<file path="config.mk">
export PLATFORM = sky130hd
export DESIGN_NAME = conv_control
export DESIGN_NICKNAME = d
export VERILOG_FILES = /design/src/pkg/conv_ctrl_pkg.sv /design/src/rtl/conv_control.sv /design/src/rtl/conv_timer.sv
export SDC_FILE = /design/constraint.sdc
export NUM_CORES = 1
export LEC_CHECK = 0
export BUFFER_PORTS_ARGS = -buffer_cell sky130_fd_sc_hd__buf_2
export CAP_MARGIN = 10
export CORE_MARGIN = 10
export CORE_UTILIZATION = 31
export CTS_CLUSTER_SIZE = 25
export DETAILED_ROUTE_END_ITERATION = 16
export PLACE_DENSITY = 0.57
export SYNTH_ARGS = -nofsm -noshare
export SYNTH_HDL_FRONTEND = slang
export SYNTH_SLANG_ARGS = --single-unit
</file>
<file path="constraint.sdc">
create_clock -name clock -period 5.49 [get_ports clock]
set_clock_uncertainty 0.15 [all_clocks]
set_input_delay 0 -clock clock [delete_from_list [all_inputs] [get_ports clock]]
set_output_delay 0 -clock clock [all_outputs]
set_load 0.02 [all_outputs]
</file>
<file path="src/pkg/conv_ctrl_pkg.sv">
package conv_ctrl_pkg;
	// register byte offsets
	localparam logic [7:0] status_control_off = 8'h00;
	localparam logic [7:0] control2_off       = 8'h04;
	localparam logic [7:0] compare_value_off  = 8'h08;
	localparam logic [7:0] result_off         = 8'h0c;
	localparam logic [7:0] irq_status_off     = 8'h10;
	localparam logic [7:0] irq_mask_off       = 8'h14;
	// status/control field positions
	localparam int complete_flag_bit = 7;
	localparam int irq_enable_bit    = 6;
	localparam int cont_bit     = 5;
	localparam int chan_msb     = 4;
	// control2 field positions
	localparam int active_bit   = 7;
	localparam int trig_bit     = 6;
	localparam int cmp_en_bit   = 5;
	localparam int cmp_gt_bit   = 4;
	// channel codes
	localparam logic [4:0] chan_last_input = 5'h1b;
	localparam logic [4:0] chan_reserved   = 5'h1c;
	localparam logic [4:0] chan_ref_high   = 5'h1d;
	localparam logic [4:0] chan_ref_low    = 5'h1e;
	localparam logic [4:0] chan_off        = 5'h1f;
	// reset values
	localparam logic [7:0] status_control_rst = 8'h1f;
	localparam logic [7:0] control2_rst       = 8'h00;
	// conversion time
	localparam int conv_time_ns   = 100;
	localparam int clock_ns       = 4;
	localparam int conv_cycles    = (conv_time_ns + clock_ns - 1) / clock_ns;
	// interrupt status bits
	localparam int irq_done_bit   = 0;
	localparam int irq_abort_bit  = 1;
	// axi answers
	localparam logic [1:0] resp_okay   = 2'b00;
	localparam logic [1:0] resp_slverr = 2'b10;
endpackage

</file>
<file path="src/rtl/conv_control.sv">
// Local design decisions: the AXI4-Lite slave port and the placing of the registers.
`timescale 1ns/1ns
// What this block does
// RULE1 - any status/control write aborts; it restarts in software mode only, and not when channel is all ones
// RULE2 - complete flag bit 7 is read-only to software
// RULE3 - compare off: flag set at end of every conversion
// RULE4 - compare on: flag set only when compare condition true
// RULE5 - flag cleared by status/control write or low result read
// RULE6 - flag setting with enable bit 6 raises the interrupt
// RULE7 - continuous off: one conversion per write or per hardware trigger
// RULE8 - continuous on: repeat, started by write or hardware trigger
// RULE9 - channel select field is bits 4:0
// RULE10 - codes 0..27 inputs, 28 reserved, 29 high ref, 30 low ref
// RULE11 - all-ones channel powers converter off and isolates input
// RULE12 - all-ones write ends continuous mode without extra conversion
// RULE13 - single mode drops to low power after each conversion
// RULE14 - hardware mode starts on trigger, software mode on write
// RULE15 - active bit held from start until complete or abort
// RULE16 - result updated per conversion unless compare fails
// RULE17 - complete interrupt held as level while flag and enable set
// RULE18 - hardware trigger is rising edge, one conversion per event
module conv_control
	import conv_ctrl_pkg::*;
#(
	parameter int data_bits = 10
) (
	// clock and reset
	input  wire logic                 clock,
	input  wire logic                 sys_rst,
	// axi4-lite write address
	input  wire logic [7:0]           s_axi_awaddr,
	input  wire logic                 s_axi_awvalid,
	output logic                      s_axi_awready,
	// axi4-lite write data
	input  wire logic [31:0]          s_axi_wdata,
	input  wire logic [3:0]           s_axi_wstrb,
	input  wire logic                 s_axi_wvalid,
	output logic                      s_axi_wready,
	// axi4-lite write response
	output logic [1:0]                s_axi_bresp,
	output logic                      s_axi_bvalid,
	input  wire logic                 s_axi_bready,
	// axi4-lite read address
	input  wire logic [7:0]           s_axi_araddr,
	input  wire logic                 s_axi_arvalid,
	output logic                      s_axi_arready,
	// axi4-lite read data
	output logic [31:0]               s_axi_rdata,
	output logic [1:0]                s_axi_rresp,
	output logic                      s_axi_rvalid,
	input  wire logic                 s_axi_rready,
	// analog side
	input  wire logic                 hw_trigger_in,
	input  wire logic [data_bits-1:0] sample_data,
	output logic [4:0]                mux_select,
	output logic                      mux_connect,
	output logic                      converter_power,
	output logic                      input_reserved,
	// interrupts
	output logic                      complete_irq,
	output logic                      irq
);
	// register state
	logic [4:0]           channel_select;
	logic                 complete_irq_enable;
	logic                 continuous_enable;
	logic                 conversion_complete_flag;
	logic                 trigger_select;
	logic                 compare_enable;
	logic                 compare_greater;
	logic [data_bits-1:0] compare_value;
	logic [data_bits-1:0] result_low_reg;
	logic [1:0]           irq_status;
	logic [1:0]           irq_mask;
	logic                 armed;
	logic                 trig_prev;

	// bus slave state
	logic                 aw_held;
	logic                 w_held;
	logic [7:0]           aw_addr;
	logic [31:0]          w_data;
	logic [3:0]           w_strb;

	// conversion handshake
	logic                 start_conv;
	logic                 abort_conv;
	logic                 busy;
	logic                 done;
	logic                 trig_event;
	logic                 compare_true;
	logic                 conv_ok;
	logic                 sc_write;
	logic                 wr_fire;
	logic                 rd_fire;
	logic                 low_read;

	typedef enum logic [1:0] {conv_idle, conv_run} conv_state_e;
	conv_state_e          conv_state;

	// write channels accept independently, response after both
	assign s_axi_awready = !aw_held && !s_axi_bvalid;
	assign s_axi_wready  = !w_held && !s_axi_bvalid;
	assign wr_fire       = aw_held && w_held && !s_axi_bvalid;
	assign s_axi_arready = !s_axi_rvalid;
	assign rd_fire       = s_axi_arvalid && s_axi_arready;
	assign sc_write      = wr_fire && aw_addr == status_control_off && w_strb[0];
	assign low_read      = rd_fire && s_axi_araddr == result_off;

	// capture write address and data
	always_ff @(posedge clock or posedge sys_rst) begin
		if (sys_rst) begin
			aw_held <= 1'b0;
			w_held  <= 1'b0;
			aw_addr <= 8'h00;
			w_data  <= 32'h0000_0000;
			w_strb  <= 4'h0;
		end else begin
			if (s_axi_awvalid && s_axi_awready) begin
				aw_held <= 1'b1;
				aw_addr <= s_axi_awaddr;
			end else if (wr_fire) begin
				aw_held <= 1'b0;
			end
			if (s_axi_wvalid && s_axi_wready) begin
				w_held <= 1'b1;
				w_data <= s_axi_wdata;
				w_strb <= s_axi_wstrb;
			end else if (wr_fire) begin
				w_held <= 1'b0;
			end
		end
	end

	// write response
	always_ff @(posedge clock or posedge sys_rst) begin
		if (sys_rst) begin
			s_axi_bvalid <= 1'b0;
			s_axi_bresp  <= resp_okay;
		end else if (wr_fire) begin
			s_axi_bvalid <= 1'b1;
			if (aw_addr == status_control_off || aw_addr == control2_off ||
				aw_addr == compare_value_off || aw_addr == irq_status_off ||
				aw_addr == irq_mask_off || aw_addr == result_off) begin
				s_axi_bresp <= resp_okay;
			end else begin
				s_axi_bresp <= resp_slverr;
			end
		end else if (s_axi_bready) begin
			s_axi_bvalid <= 1'b0;
		end
	end

	// status/control fields; complete flag not writable
	always_ff @(posedge clock or posedge sys_rst) begin
		if (sys_rst) begin
			channel_select      <= status_control_rst[chan_msb:0];
			complete_irq_enable <= status_control_rst[irq_enable_bit];
			continuous_enable   <= status_control_rst[cont_bit];
		end else if (sc_write) begin // RULE2
			channel_select      <= w_data[chan_msb:0]; // RULE9
			complete_irq_enable <= w_data[irq_enable_bit];
			continuous_enable   <= w_data[cont_bit];
		end
	end

	// second control register and compare value
	always_ff @(posedge clock or posedge sys_rst) begin
		if (sys_rst) begin
			trigger_select  <= control2_rst[trig_bit];
			compare_enable  <= control2_rst[cmp_en_bit];
			compare_greater <= control2_rst[cmp_gt_bit];
			compare_value   <= '0;
		end else if (wr_fire) begin
			if (aw_addr == control2_off && w_strb[0]) begin
				trigger_select  <= w_data[trig_bit];
				compare_enable  <= w_data[cmp_en_bit];
				compare_greater <= w_data[cmp_gt_bit];
			end else if (aw_addr == compare_value_off && w_strb[0]) begin
				compare_value <= w_data[data_bits-1:0];
			end
		end
	end

	// hardware trigger rising edge
	always_ff @(posedge clock or posedge sys_rst) begin
		if (sys_rst) begin
			trig_prev <= 1'b0;
		end else begin
			trig_prev <= hw_trigger_in;
		end
	end
	assign trig_event = hw_trigger_in && !trig_prev; // RULE18

	// armed: a write enabled conversions, hardware mode awaits trigger
	always_ff @(posedge clock or posedge sys_rst) begin
		if (sys_rst) begin
			armed <= 1'b0;
		end else if (sc_write) begin
			armed <= w_data[chan_msb:0] != chan_off; // RULE12
		end else if (done && !continuous_enable && !trigger_select) begin
			armed <= 1'b0; // RULE7 hardware single mode stays armed per edge
		end
	end

	// start decision
	always_comb begin
		start_conv = 1'b0;
		abort_conv = sc_write && busy; // RULE1
		if (sc_write) begin
			// hardware mode only arms here; the trigger edge starts
			if (w_data[chan_msb:0] != chan_off && !trigger_select) begin
				start_conv = 1'b1; // RULE1 RULE14
			end
		end else if (trigger_select && armed && trig_event && !busy) begin
			start_conv = 1'b1; // RULE14 RULE7
		end else if (done && continuous_enable && armed && channel_select != chan_off) begin
			start_conv = 1'b1; // RULE8
		end
	end

	conv_timer u_timer (
		.clock   (clock),
		.sys_rst (sys_rst),
		.start   (start_conv),
		.stop    (abort_conv),
		.busy    (busy),
		.done    (done)
	);

	// state tracks active conversion
	always_ff @(posedge clock or posedge sys_rst) begin
		if (sys_rst) begin
			conv_state <= conv_idle;
		end else begin
			case (conv_state)
				conv_idle: if (start_conv) conv_state <= conv_run;
				conv_run: if (abort_conv && !start_conv) conv_state <= conv_idle;
					else if (done && !start_conv) conv_state <= conv_idle;
				default: conv_state <= conv_idle;
			endcase
		end
	end

	// compare condition
	assign compare_true = compare_greater ? (sample_data >= compare_value) : (sample_data < compare_value);
	assign conv_ok      = done && (!compare_enable || compare_true); // RULE3 RULE4

	// result register
	always_ff @(posedge clock or posedge sys_rst) begin
		if (sys_rst) begin
			result_low_reg <= '0;
		end else if (conv_ok) begin
			result_low_reg <= sample_data; // RULE16
		end
	end

	// complete flag: set wins over clear
	always_ff @(posedge clock or posedge sys_rst) begin
		if (sys_rst) begin
			conversion_complete_flag <= 1'b0;
		end else if (conv_ok) begin
			conversion_complete_flag <= 1'b1; // RULE3 RULE4
		end else if (sc_write || low_read) begin
			conversion_complete_flag <= 1'b0; // RULE5
		end
	end

	// sticky interrupt status, write one to clear, set wins
	always_ff @(posedge clock or posedge sys_rst) begin
		if (sys_rst) begin
			irq_status <= 2'h0;
			irq_mask   <= 2'h0;
		end else begin
			for (int i = 0; i < 2; i++) begin
				if ((i == irq_done_bit && conv_ok) || (i == irq_abort_bit && abort_conv)) begin
					irq_status[i] <= 1'b1;
				end else if (wr_fire && aw_addr == irq_status_off && w_strb[0] && w_data[i]) begin
					irq_status[i] <= 1'b0;
				end
			end
			if (wr_fire && aw_addr == irq_mask_off && w_strb[0]) begin
				irq_mask <= w_data[1:0];
			end
		end
	end

	assign complete_irq = conversion_complete_flag && complete_irq_enable; // RULE6 RULE17
	assign irq          = |(irq_status & irq_mask);

	// analog controls
	assign converter_power = busy; // RULE13 RULE11
	assign mux_connect     = busy && channel_select != chan_off && channel_select != chan_reserved; // RULE11
	assign mux_select      = channel_select; // RULE10
	assign input_reserved  = channel_select == chan_reserved; // RULE10

	// read data
	always_ff @(posedge clock or posedge sys_rst) begin
		if (sys_rst) begin
			s_axi_rvalid <= 1'b0;
			s_axi_rdata  <= 32'h0000_0000;
			s_axi_rresp  <= resp_okay;
		end else if (rd_fire) begin
			s_axi_rvalid <= 1'b1;
			s_axi_rresp  <= resp_okay;
			s_axi_rdata  <= 32'h0000_0000;
			if (s_axi_araddr == status_control_off) begin
				s_axi_rdata[7:0] <= {conversion_complete_flag, complete_irq_enable, continuous_enable, channel_select};
			end else if (s_axi_araddr == control2_off) begin
				s_axi_rdata[7:0] <= {conv_state == conv_run, trigger_select, compare_enable, compare_greater, 4'h0}; // RULE15
			end else if (s_axi_araddr == compare_value_off) begin
				s_axi_rdata[data_bits-1:0] <= compare_value;
			end else if (s_axi_araddr == result_off) begin
				s_axi_rdata[data_bits-1:0] <= result_low_reg;
			end else if (s_axi_araddr == irq_status_off) begin
				s_axi_rdata[1:0] <= irq_status;
			end else if (s_axi_araddr == irq_mask_off) begin
				s_axi_rdata[1:0] <= irq_mask;
			end else begin
				s_axi_rresp <= resp_slverr;
			end
		end else if (s_axi_rready) begin
			s_axi_rvalid <= 1'b0;
		end
	end
endmodule

</file>
<file path="src/rtl/conv_timer.sv">
`timescale 1ns/1ns
// counts one conversion; restart aborts and reloads
module conv_timer
	import conv_ctrl_pkg::*;
#(
	parameter int cycles = conv_cycles
) (
	// clock and reset
	input  wire logic clock,
	input  wire logic sys_rst,
	// control
	input  wire logic start,
	input  wire logic stop,
	// status
	output logic      busy,
	output logic      done
);
	localparam int cw = $clog2(cycles + 1);
	logic [cw-1:0] count;

	// down counter, done pulses as busy drops after last cycle
	always_ff @(posedge clock or posedge sys_rst) begin
		if (sys_rst) begin
			count <= '0;
			busy  <= 1'b0;
			done  <= 1'b0;
		end else begin
			done <= 1'b0;
			if (start) begin
				count <= cw'(cycles - 1);
				busy  <= 1'b1;
			end else if (stop) begin
				busy <= 1'b0;
			end else if (busy) begin
				if (count == '0) begin
					busy <= 1'b0;
					done <= 1'b1;
				end else begin
					count <= count - 1'b1;
				end
			end
		end
	end
endmodule

</file>
==> results of run 1 <==
-- synthesized netlist by cell type, drive strengths merged (5+ instances only) --
master,count
nand2b,6
dfstp,5
nand3,20
o21ai,27
mux2,31
nor2b,9
nor2,15
inv,18
buf,32
clkbuf,14
a21oi,5
nand4,22
ha,12
nand2,57
a22o,11
dfrtp,75
-- logic make-up after synthesis --
logic type	Yosys count
buffers and inverters	64
muxes	39
and+or+nand+nor	150
other	1
xor gates and xnor gates	3
adders and majority gates	12
DFF	80
AOI/OAI and AO/OA	74
-- metrics by stage --
step	cell area (um2)	power, mW	hold slack, ns
after floorplan	4410	1.40	-0.119
after global placement	4760	1.56	-0.0271
after detailed placement	4760	1.58	-0.0257
after CTS	5460	2.27	0.0110
after global routing	5460	2.40	0.0788
final	5460	2.25	0.00996
-- power by group --
part | total (mW) | switching [mW] | internal, mW
sequential | 0.979 | 0.198 | 0.780
clock | 0.657 | 0.235 | 0.422
combinational | 0.612 | 0.313 | 0.299
-- metal layers --
| layer | share of wire | GRT usage |
|---|---|---|
| met1 | 0.48 | 0.154 |
| met2 | 0.44 | 0.178 |
| met3 | 0.064 | 0.0349 |
| met4 | 0.015 | 0.0372 |
| met5 | 0 | 0 |
-- cell type report --
| type | count | area, um2 |
|---|---|---|
| repair buffers | 112 | 756 |
| flip-flops and latches | 80 | 2010 |
| inverters | 18 | 68.8 |
| clock inverters | 5 | 78.8 |
| multi-input cells | 302 | 2070 |
| clock buffers | 11 | 253 |
| well taps | 180 | 225 |
| fillers | 1386 | 8310 |
-- worst min-delay path: stages --
cell	delay, ns
buf_2	0.07
or4_1	0.10
nor2_1	0.09
nand2_1	0.11
o21ai_0	0.08
-- worst paths after layout --
path                                               from                           end  slack [ns]  cells after the start
max in group asynchronous                       sys_rst    s_axi_rdata[7]$_DFFE_PP0P_        4.13                      4
min in group asynchronous                       sys_rst  compare_value[4]$_DFFE_PP0P_        0.39                      4
setup reg to reg           compare_value[4]$_DFFE_PP0P_     irq_status[0]$_DFFE_PP0P_        2.73                      8
hold / removal                          s_axi_araddr[0]    s_axi_rdata[8]$_DFFE_PP0P_        0.01                      5
setup / recovery           compare_value[4]$_DFFE_PP0P_     irq_status[0]$_DFFE_PP0P_        2.73                      8
hold reg to reg              s_axi_rresp[1]$_DFFE_PP0P_    s_axi_rresp[1]$_DFFE_PP0P_        0.32                      1
-- what timing repair did --
item / in CTS / in global routing
endpoints found under the hold margin: 112 / 0
hold buffers: 37 / 0
endpoints found under the setup margin: 0 / 0
==> impl_metrics.yaml, run 1 <==
logic_synthesis:
  synth-edff-count: 0
  synth_area_um2: 4330
  ys_top_cells_by_area: "dfrtp_1 43%, mux2_2 7.3%, nand2_1 4.9%"
  synth_compound_area_frac: 0.119
  ys_warn_count: 0
  synth_top_cell_area_share: 0.434
  synthAdderAreaFrac: 0.0347
  yosysUniqueCellTypes: 58
  ys_ff_latch: 80
  synth.mux.area_fraction: 0.111
  ys_seq_area_frac: 0.464
  synth_top_family_by_area: "simple AND/OR/NAND/NOR gates"
  synthFlopType: "dfrtp_1"
  synth_top_cell_by_area: "dfrtp_1"
  synthArstFlopShare: 1.00
  synth_xor_xnor_area_share: 0.00607
  synth_simple_gate_area_share: 0.186
  post_synth.cell_area_avg_um2: 10.2
  syn_inst: 423
worst_setup_path:
  required_ns: 5.54
  endpoint_kind: "register"
  arrival_ns: 2.81
  crit_path_cell_trace: "inv_1, ha_1, and4_1, o21a_1, o21ai_1, buf_4, a21o_1, nand3_1"
  critical_path.max_fanout: 17
  slowest_stage: "o21ai_1"
  crit_type: "reg2reg"
  path_buf_inv: 2
  critPathTopFamily: "compound AO/OA/AOI/OAI gates"
  slowest_delay_ns: 0.77
  critPathLaunchType: "register"
timing:
  drv_slew: 0
  worst_slew_pin_slew_ns: 1.05
  fmax_mhz: 362
  layout_min_cycle_time_ns: 2.76
  finalSetupViolations: 0
  fin_crit_sh: 0.503
  setup_ws_ns: 2.73
  relSlewSlack: 0.300
  rsz0062_at_grt: "no"
  setup-tns-final_ns: 0
  hold_viol: 0
final_layout:
  mostFrequentLayoutCells: "75 x dfrtp_1, 71 x buf_2, 57 x nand2_1"
  final_cells: 708
  utilization: 0.396
  final_common_cell: "dfrtp_1"
  drive_gt1_frac: 0.258
  n_antenna_cell: 0
  area_growth_syn_to_layout_pct: 26.2
  nNetsFinal: 605
power:
  peakVddDrop_mv: 0.267
  leakagePower_nw: 2.51
  powerDensity_nw_per_um2: 412
grt:
  grt_pass1_wl_mm: 18.6
  grt_use_total: 0.117
  grt_pass1_vias: 3493
  grt-ovfl-total: 0
  grt_max_degree: 81
  antenna_found_initial: 0
placement:
  dp.cells: 655
  dp_hpwl_mm: 8.25
  io_buffers: 71
  gp_congestion: 0.833
  pre_cts_slack_ns: 2.77
clocking:
  numCtsBuffers: 9
  numClockSinks: 80
  cts_resized: 0
  clkLatencyLatePin_ns: 0.34
  htreeDepth: 3
  cts_buffer_depth: 2
  cts_tree: "yes"
  post_cts_buffers: 0
  clk_pin_slew_worst_paths_ns: 0.06
  cts-root-buf: "clkbuf_16"
detailed_routing:
  drtPass1Iterations: 4
  routedWlPerCell_um: 15.9
  ant_nets: 0
  vias_per_cell: 4.83
  drt_iter0_markers: 217
  drt_drc_violations_left: 0
  dr_total_vias: 3421
  wl_mm: 11.3
floorplanning:
  ios: 121
  fp-row-count: 43
  fp.dieW_um: 138
  die_area_um2: 19100
  initial_utilization: 0.314
  core_area_um2: 13800
  die_y_um: 138
min_path:
  hp-class: "in2reg"
job:
  drv_cap: 0
status:
  status: "finished, final reports clean"
Note: power is estimated with default switching activity, not from simulation.
==> run 2: changes to the inputs <==
--- a/config.mk
+++ b/config.mk
@@ -5,6 +5,7 @@
 export SDC_FILE = /design/constraint.sdc
 export NUM_CORES = 1
 export LEC_CHECK = 0
+export ABC_AREA = 1
 export BUFFER_PORTS_ARGS = -buffer_cell sky130_fd_sc_hd__buf_2
 export CAP_MARGIN = 10
 export CORE_MARGIN = 10
==> constraint.sdc (replaced) <==
create_clock -name clock -period 2.7 [get_ports clock]
set_clock_uncertainty 0.15 [all_clocks]
set_input_delay 0 -clock clock [delete_from_list [all_inputs] [get_ports clock]]
set_output_delay 0 -clock clock [all_outputs]
set_load 0.02 [all_outputs]
==> run 2 against run 1 <==
Setup slack worse by 2.4 ns; total power up 87%; hold slack worse by 0.0044 ns; core utilization up 0.88 points; routed wire length down 0.95%; combinational power up 96%; register-to-register slack worse by 2.4 ns; critical path depth unchanged; first-iteration DRC count down 3.7%; via count up 6.3%; sequential share of layout area up 0.35 points.
==> impl_metrics.yaml, run 2 <==
timing:
  setup-tns-final_ns: 0
  fin_crit_sh: 0.883
  fmax_mhz: 420
  worst_slew_pin_slew_ns: 0.733
  rsz0062_at_grt: "no"
  layout_min_cycle_time_ns: 2.38
  drv_slew: 0
  hold_viol: 0
  relSlewSlack: 0.511
  hold_slack_ns: 0.00553
  finalSetupViolations: 0
logic_synthesis:
  synthFlopType: "dfrtp_1"
  synthArstFlopShare: 1.00
  ys_ff_latch: 80
  ys_warn_count: 0
  synth_top_cell_by_area: "dfrtp_1"
  synth_area_um2: 4260
  yosysUniqueCellTypes: 41
  ys_seq_area_frac: 0.471
  syn_inst: 510
  synth_top_cell_area_share: 0.441
  ys_top_cells_by_area: "dfrtp_1 44%, nand2_1 11%, inv_1 5.0%"
  post_synth.cell_area_avg_um2: 8.35
  synth-edff-count: 0
  synth_most_common_cell: "nand2_1"
  yosys-top-cells-count: "120 x nand2_1, 75 x dfrtp_1, 57 x inv_1"
final_layout:
  final_cells: 806
  drive_gt1_frac: 0.229
  final_common_cell: "nand2_1"
  nNetsFinal: 706
  mostFrequentLayoutCells: "120 x nand2_1, 75 x dfrtp_1, 71 x buf_2"
  area_growth_syn_to_layout_pct: 26.9
  num-fill-cells: 1385
  seq_area_um2: 2010
  multi_input_area_um2: 1830
  utilization: 0.405
min_path:
  hp-class: "in2reg"
detailed_routing:
  routedWlPerCell_um: 13.9
  drtPass1Iterations: 4
  wl_mm: 11.2
  drt_drc_violations_left: 0
  ant_nets: 0
  route.met3.wl_um: 743
  wl_met1_mm: 5.25
  vias_per_cell: 4.51
  drt_iter0_markers: 209
  top_layer: "met4"
  dr_total_vias: 3635
  wl_met2_mm: 4.94
clocking:
  clkLatencyLatePin_ns: 0.33
  post_cts_buffers: 0
  cts_resized: 0
  numCtsBuffers: 9
  numClockSinks: 80
  clk_pin_slew_worst_paths_ns: 0.06
  cts_buffer_depth: 2
  htreeDepth: 3
  cts-root-buf: "clkbuf_16"
  cts_tree: "yes"
floorplanning:
  initial_utilization: 0.319
  ios: 121
  die_y_um: 137
  die_area_um2: 18800
  fp-row-count: 42
  core_area_um2: 13300
  fp.dieW_um: 137
power:
  powerDensity_nw_per_um2: 776
  peakVddDrop_mv: 0.481
  p_total_mw: 4.20
  leakagePower_nw: 2.70
worst_setup_path:
  critPathLaunchType: "input port"
  arrival_ns: 2.45
  r2r-end: "result_low_reg[2]$_DFFE_PP0P_"
  crit_type: "in2reg"
  crit_end: "s_axi_rresp[1]$_DFFE_PP0P_"
  r2r_start: "compare_value[5]$_DFFE_PP0P_"
  ff2ff_path_depth: 12
  critical_path.max_fanout: 8
  endpoint_kind: "register"
  critPathLaunch: "s_axi_araddr[5]"
  required_ns: 2.76
  ff2ff_setup_slack_ns: 0.36
placement:
  dp_hpwl_mm: 8.48
  io_buffers: 71
  gp_congestion: 0.895
  dp.cells: 750
grt:
  grt_max_degree: 42
  grt_pass1_vias: 3830
  grt-ovfl-total: 0
  antenna_found_initial: 1
  grt_use_total: 0.124
  grt_pass1_wl_mm: 18.7
job:
  drv_cap: 0
status:
  status: "finished, final reports clean"
[run 2: logic make-up after synthesis]
kind of cell	Yosys count	share of synthesized area
AND/OR/NAND/NOR	233	0.258
buffers and inverters	101	0.119
multiplexers	4	0.0106
adder cells (fa/ha/maj)	12	0.0352
AO/OA/AOI/OAI	79	0.105
other	1	0.000880
flip-flops	80	0.471
[run 2: where the power goes]
| group | switching [mW] | internal (mW) | total (mW) | leakage [nW] |
|---|---|---|---|---|
| Combinational | 0.775 | 0.422 | 1.20 | 1.56 |
| Sequential | 0.213 | 1.54 | 1.75 | 0.987 |
| Clock | 0.480 | 0.763 | 1.24 | 0.148 |
[run 2: worst min path at each step]
stage                        startpoint                  end  slack (ns)  cells after the start
after global routing      s_axi_awvalid  aw_held$_DFFE_PP0P_        0.06                      3
after CTS                 s_axi_awvalid  aw_held$_DFFE_PP0P_        0.01                      3
after detailed placement  hw_trigger_in  trig_prev$_DFF_PP0_       -0.02                      1
final                     s_axi_awvalid  aw_held$_DFFE_PP0P_       0.006                      3
after floorplan           hw_trigger_in  trig_prev$_DFF_PP0_       -0.12                      0
after global placement    hw_trigger_in  trig_prev$_DFF_PP0_       -0.02                      1
[run 2: routing by layer]
| layer | vias to the layer above | global-route usage |
|---|---|---|
| met5 | - | 0 |
| met4 | 0 | 0.0486 |
| met3 | 16 | 0.0291 |
| met2 | 104 | 0.193 |
| met1 | 1688 | 0.164 |
| li1 | 1827 | - |
[run 2: per-stage QoR]
stage               cell area, um2  setup slack, ns
floorplan                     4350            0.507
global placement              4710            0.452
detailed placement            4710            0.384
CTS                           5410            0.330
global route                  5410           0.0596
finish                        5410            0.316
[run 2: cell type report]
type / instances / share of cell area
flip-flops and latches: 80 / 0.371
multi-input cells: 352 / 0.339
repair buffers: 114 / 0.143
inverters: 67 / 0.0486
clock buffers: 11 / 0.0467
well taps: 176 / 0.0407
clock inverters: 5 / 0.0102
diodes: 1 / 0.000463
[run 2: critical path: stages]
cell	delay [ns]
dlygate4sd3_1	0.53
buf_2	0.15
nor3_4	0.33
dlygate4sd3_1	0.64
nand2_2	0.08
nand4_1	0.11
nand2_1	0.05
dlygate4sd3_1	0.55
[run 2: repair_timing]
action | CTS | global route
endpoints found under the setup margin | 0 | 0
hold buffers | 39 | 0
hold endpoints to repair | 71 | 0
==> run 3: changes to the inputs <==
--- a/config.mk
+++ b/config.mk
@@ -8,8 +8,8 @@
 export ABC_AREA = 1
 export BUFFER_PORTS_ARGS = -buffer_cell sky130_fd_sc_hd__buf_2
 export CAP_MARGIN = 10
-export CORE_MARGIN = 10
 export CORE_UTILIZATION = 31
+export CTS_BUF_LIST = sky130_fd_sc_hd__clkbuf_16
 export CTS_CLUSTER_SIZE = 25
 export DETAILED_ROUTE_END_ITERATION = 16
 export PLACE_DENSITY = 0.57
==> run 3 against run 2 <==
Routed wire length down 9.1%; total power down 0.48%; register-to-register slack worse by 0.03 ns; largest power group unchanged; sequential share of layout area up 0.13 points; critical endpoint is now result_low_reg[6]$_DFFE_PP0P_; global-route usage up 2.9 points; maximum frequency up 0.51%; core utilization down 0.14 points; flip-flop and latch count unchanged; final cell count down 0.37%.
==> impl_metrics.yaml, run 3 (synthesized netlist as in run 2, its figures left out) <==
status:
  status: "finished, final reports clean"
clocking:
  cts_buffer_depth: 2
  post_cts_buffers: 0
  cts-root-buf: "clkbuf_16"
  numClockSinks: 80
  cts_tree: "yes"
  clk_pin_slew_worst_paths_ns: 0.06
  numCtsBuffers: 9
  clkLatencyLatePin_ns: 0.34
  htreeDepth: 3
  cts_hold_buf: 38
  cts_resized: 0
final_layout:
  mostFrequentLayoutCells: "120 x nand2_1, 75 x dfrtp_1, 71 x buf_2"
  n_antenna_cell: 0
  area_growth_syn_to_layout_pct: 26.5
  nNetsFinal: 705
  utilization: 0.404
  fin_area_um2: 5390
  final_common_cell: "nand2_1"
  drive_gt1_frac: 0.223
worst_setup_path:
  crit_type: "reg2reg"
  required_ns: 2.77
  endpoint_kind: "register"
  critical_path.max_fanout: 12
  critPathLaunch: "compare_value[5]$_DFFE_PP0P_"
  r2r_start: "compare_value[5]$_DFFE_PP0P_"
  ff2ff_setup_slack_ns: 0.33
  critPathLaunchType: "register"
  arrival_ns: 2.45
floorplanning:
  initial_utilization: 0.319
  die_y_um: 119
  fp-row-count: 42
  core_area_um2: 13300
  ios: 121
  die_area_um2: 14200
  fp.dieW_um: 119
grt:
  grt_max_degree: 40
  grt_pass1_vias: 3533
  antenna_found_initial: 0
  grt-ovfl-total: 0
  grt_use_total: 0.154
  grt_pass1_wl_mm: 17.0
timing:
  layout_min_cycle_time_ns: 2.37
  rsz0062_at_grt: "no"
  setup-tns-final_ns: 0
  hold_viol: 0
  fin_crit_sh: 0.878
  worst_slew_pin_slew_ns: 0.706
  finalSetupViolations: 0
  fmax_mhz: 422
  drv_slew: 0
  relSlewSlack: 0.530
detailed_routing:
  drt_drc_violations_left: 0
  routedWlPerCell_um: 12.7
  wl_mm: 10.2
  vias_per_cell: 4.48
  drtPass1Iterations: 4
  ant_nets: 0
  drt_iter0_markers: 170
  dr_total_vias: 3595
placement:
  io_buffers: 71
  dpl-instance-area_um2: 4710
  gp_congestion: 0.832
  dp_hpwl_mm: 7.53
power:
  leakagePower_nw: 2.70
  p_total_mw: 4.17
  powerDensity_nw_per_um2: 775
  peakVddDrop_mv: 0.445
job:
  drv_cap: 0
min_path:
  min_from: "s_axi_awvalid"
  hp-class: "in2reg"
[run 3: worst paths after layout]
check,cells past startpoint,endpoint
hold / removal,3,aw_held$_DFFE_PP0P_
min in group asynchronous,3,compare_value[4]$_DFFE_PP0P_
hold reg to reg,2,result_low_reg[8]$_DFFE_PP0P_
setup reg to reg,11,result_low_reg[6]$_DFFE_PP0P_
max in group asynchronous,4,mux_select[4]$_DFFE_PP1N_
setup / recovery,11,result_low_reg[6]$_DFFE_PP0P_
[run 3: final cells by class]
type                            count  area (um2)
Tap cell                          176         220
Timing Repair Buffer              113         766
Multi-Input combinational cell    352        1830
Fill cell                        1373        7960
Inverter                           67         263
Clock buffer                        9         225
Sequential cell                    80        2010
Clock inverter                      6        76.3
[run 3: per-layer routing]
layer / part of all wire / track usage / wire [um]
met2: 0.46 / 0.250 / 4710
met3: 0.053 / 0.0388 / 538
met1: 0.47 / 0.198 / 4800
met5: 0 / 0 / 0
met4: 0.011 / 0.0522 / 116
[run 3: report_power, final]
| part | switching (mW) | leakage [nW] | total [mW] | internal [mW] |
|---|---|---|---|---|
| Combinational | 0.752 | 1.56 | 1.17 | 0.418 |
| Sequential | 0.211 | 0.987 | 1.75 | 1.54 |
| Clock | 0.460 | 0.152 | 1.25 | 0.792 |
| Total | 1.42 | 2.70 | 4.17 | 2.75 |
[run 3: stage by stage]
step                hold slack (ns)  instances  setup slack, ns
floorplan                    -0.119        533            0.507
global placement            -0.0236        750            0.448
detailed placement          -0.0204        750            0.375
CTS                         0.00440        803            0.358
global route                 0.0612        803            0.148
finish                       0.0137        803            0.328
[run 3: critical path, stage by stage, from the launching register on]
cell,delay (ns)
dfrtp_1,0.38
inv_1,0.06
ha_1,0.28
nand2_1,0.06
nor2_1,0.22
nand3_1,0.14
nand3_1,0.12
nand2_1,0.06
nand3_1,0.34
nand2_2,0.26
nand2_1,0.12
nand2_1,0.06
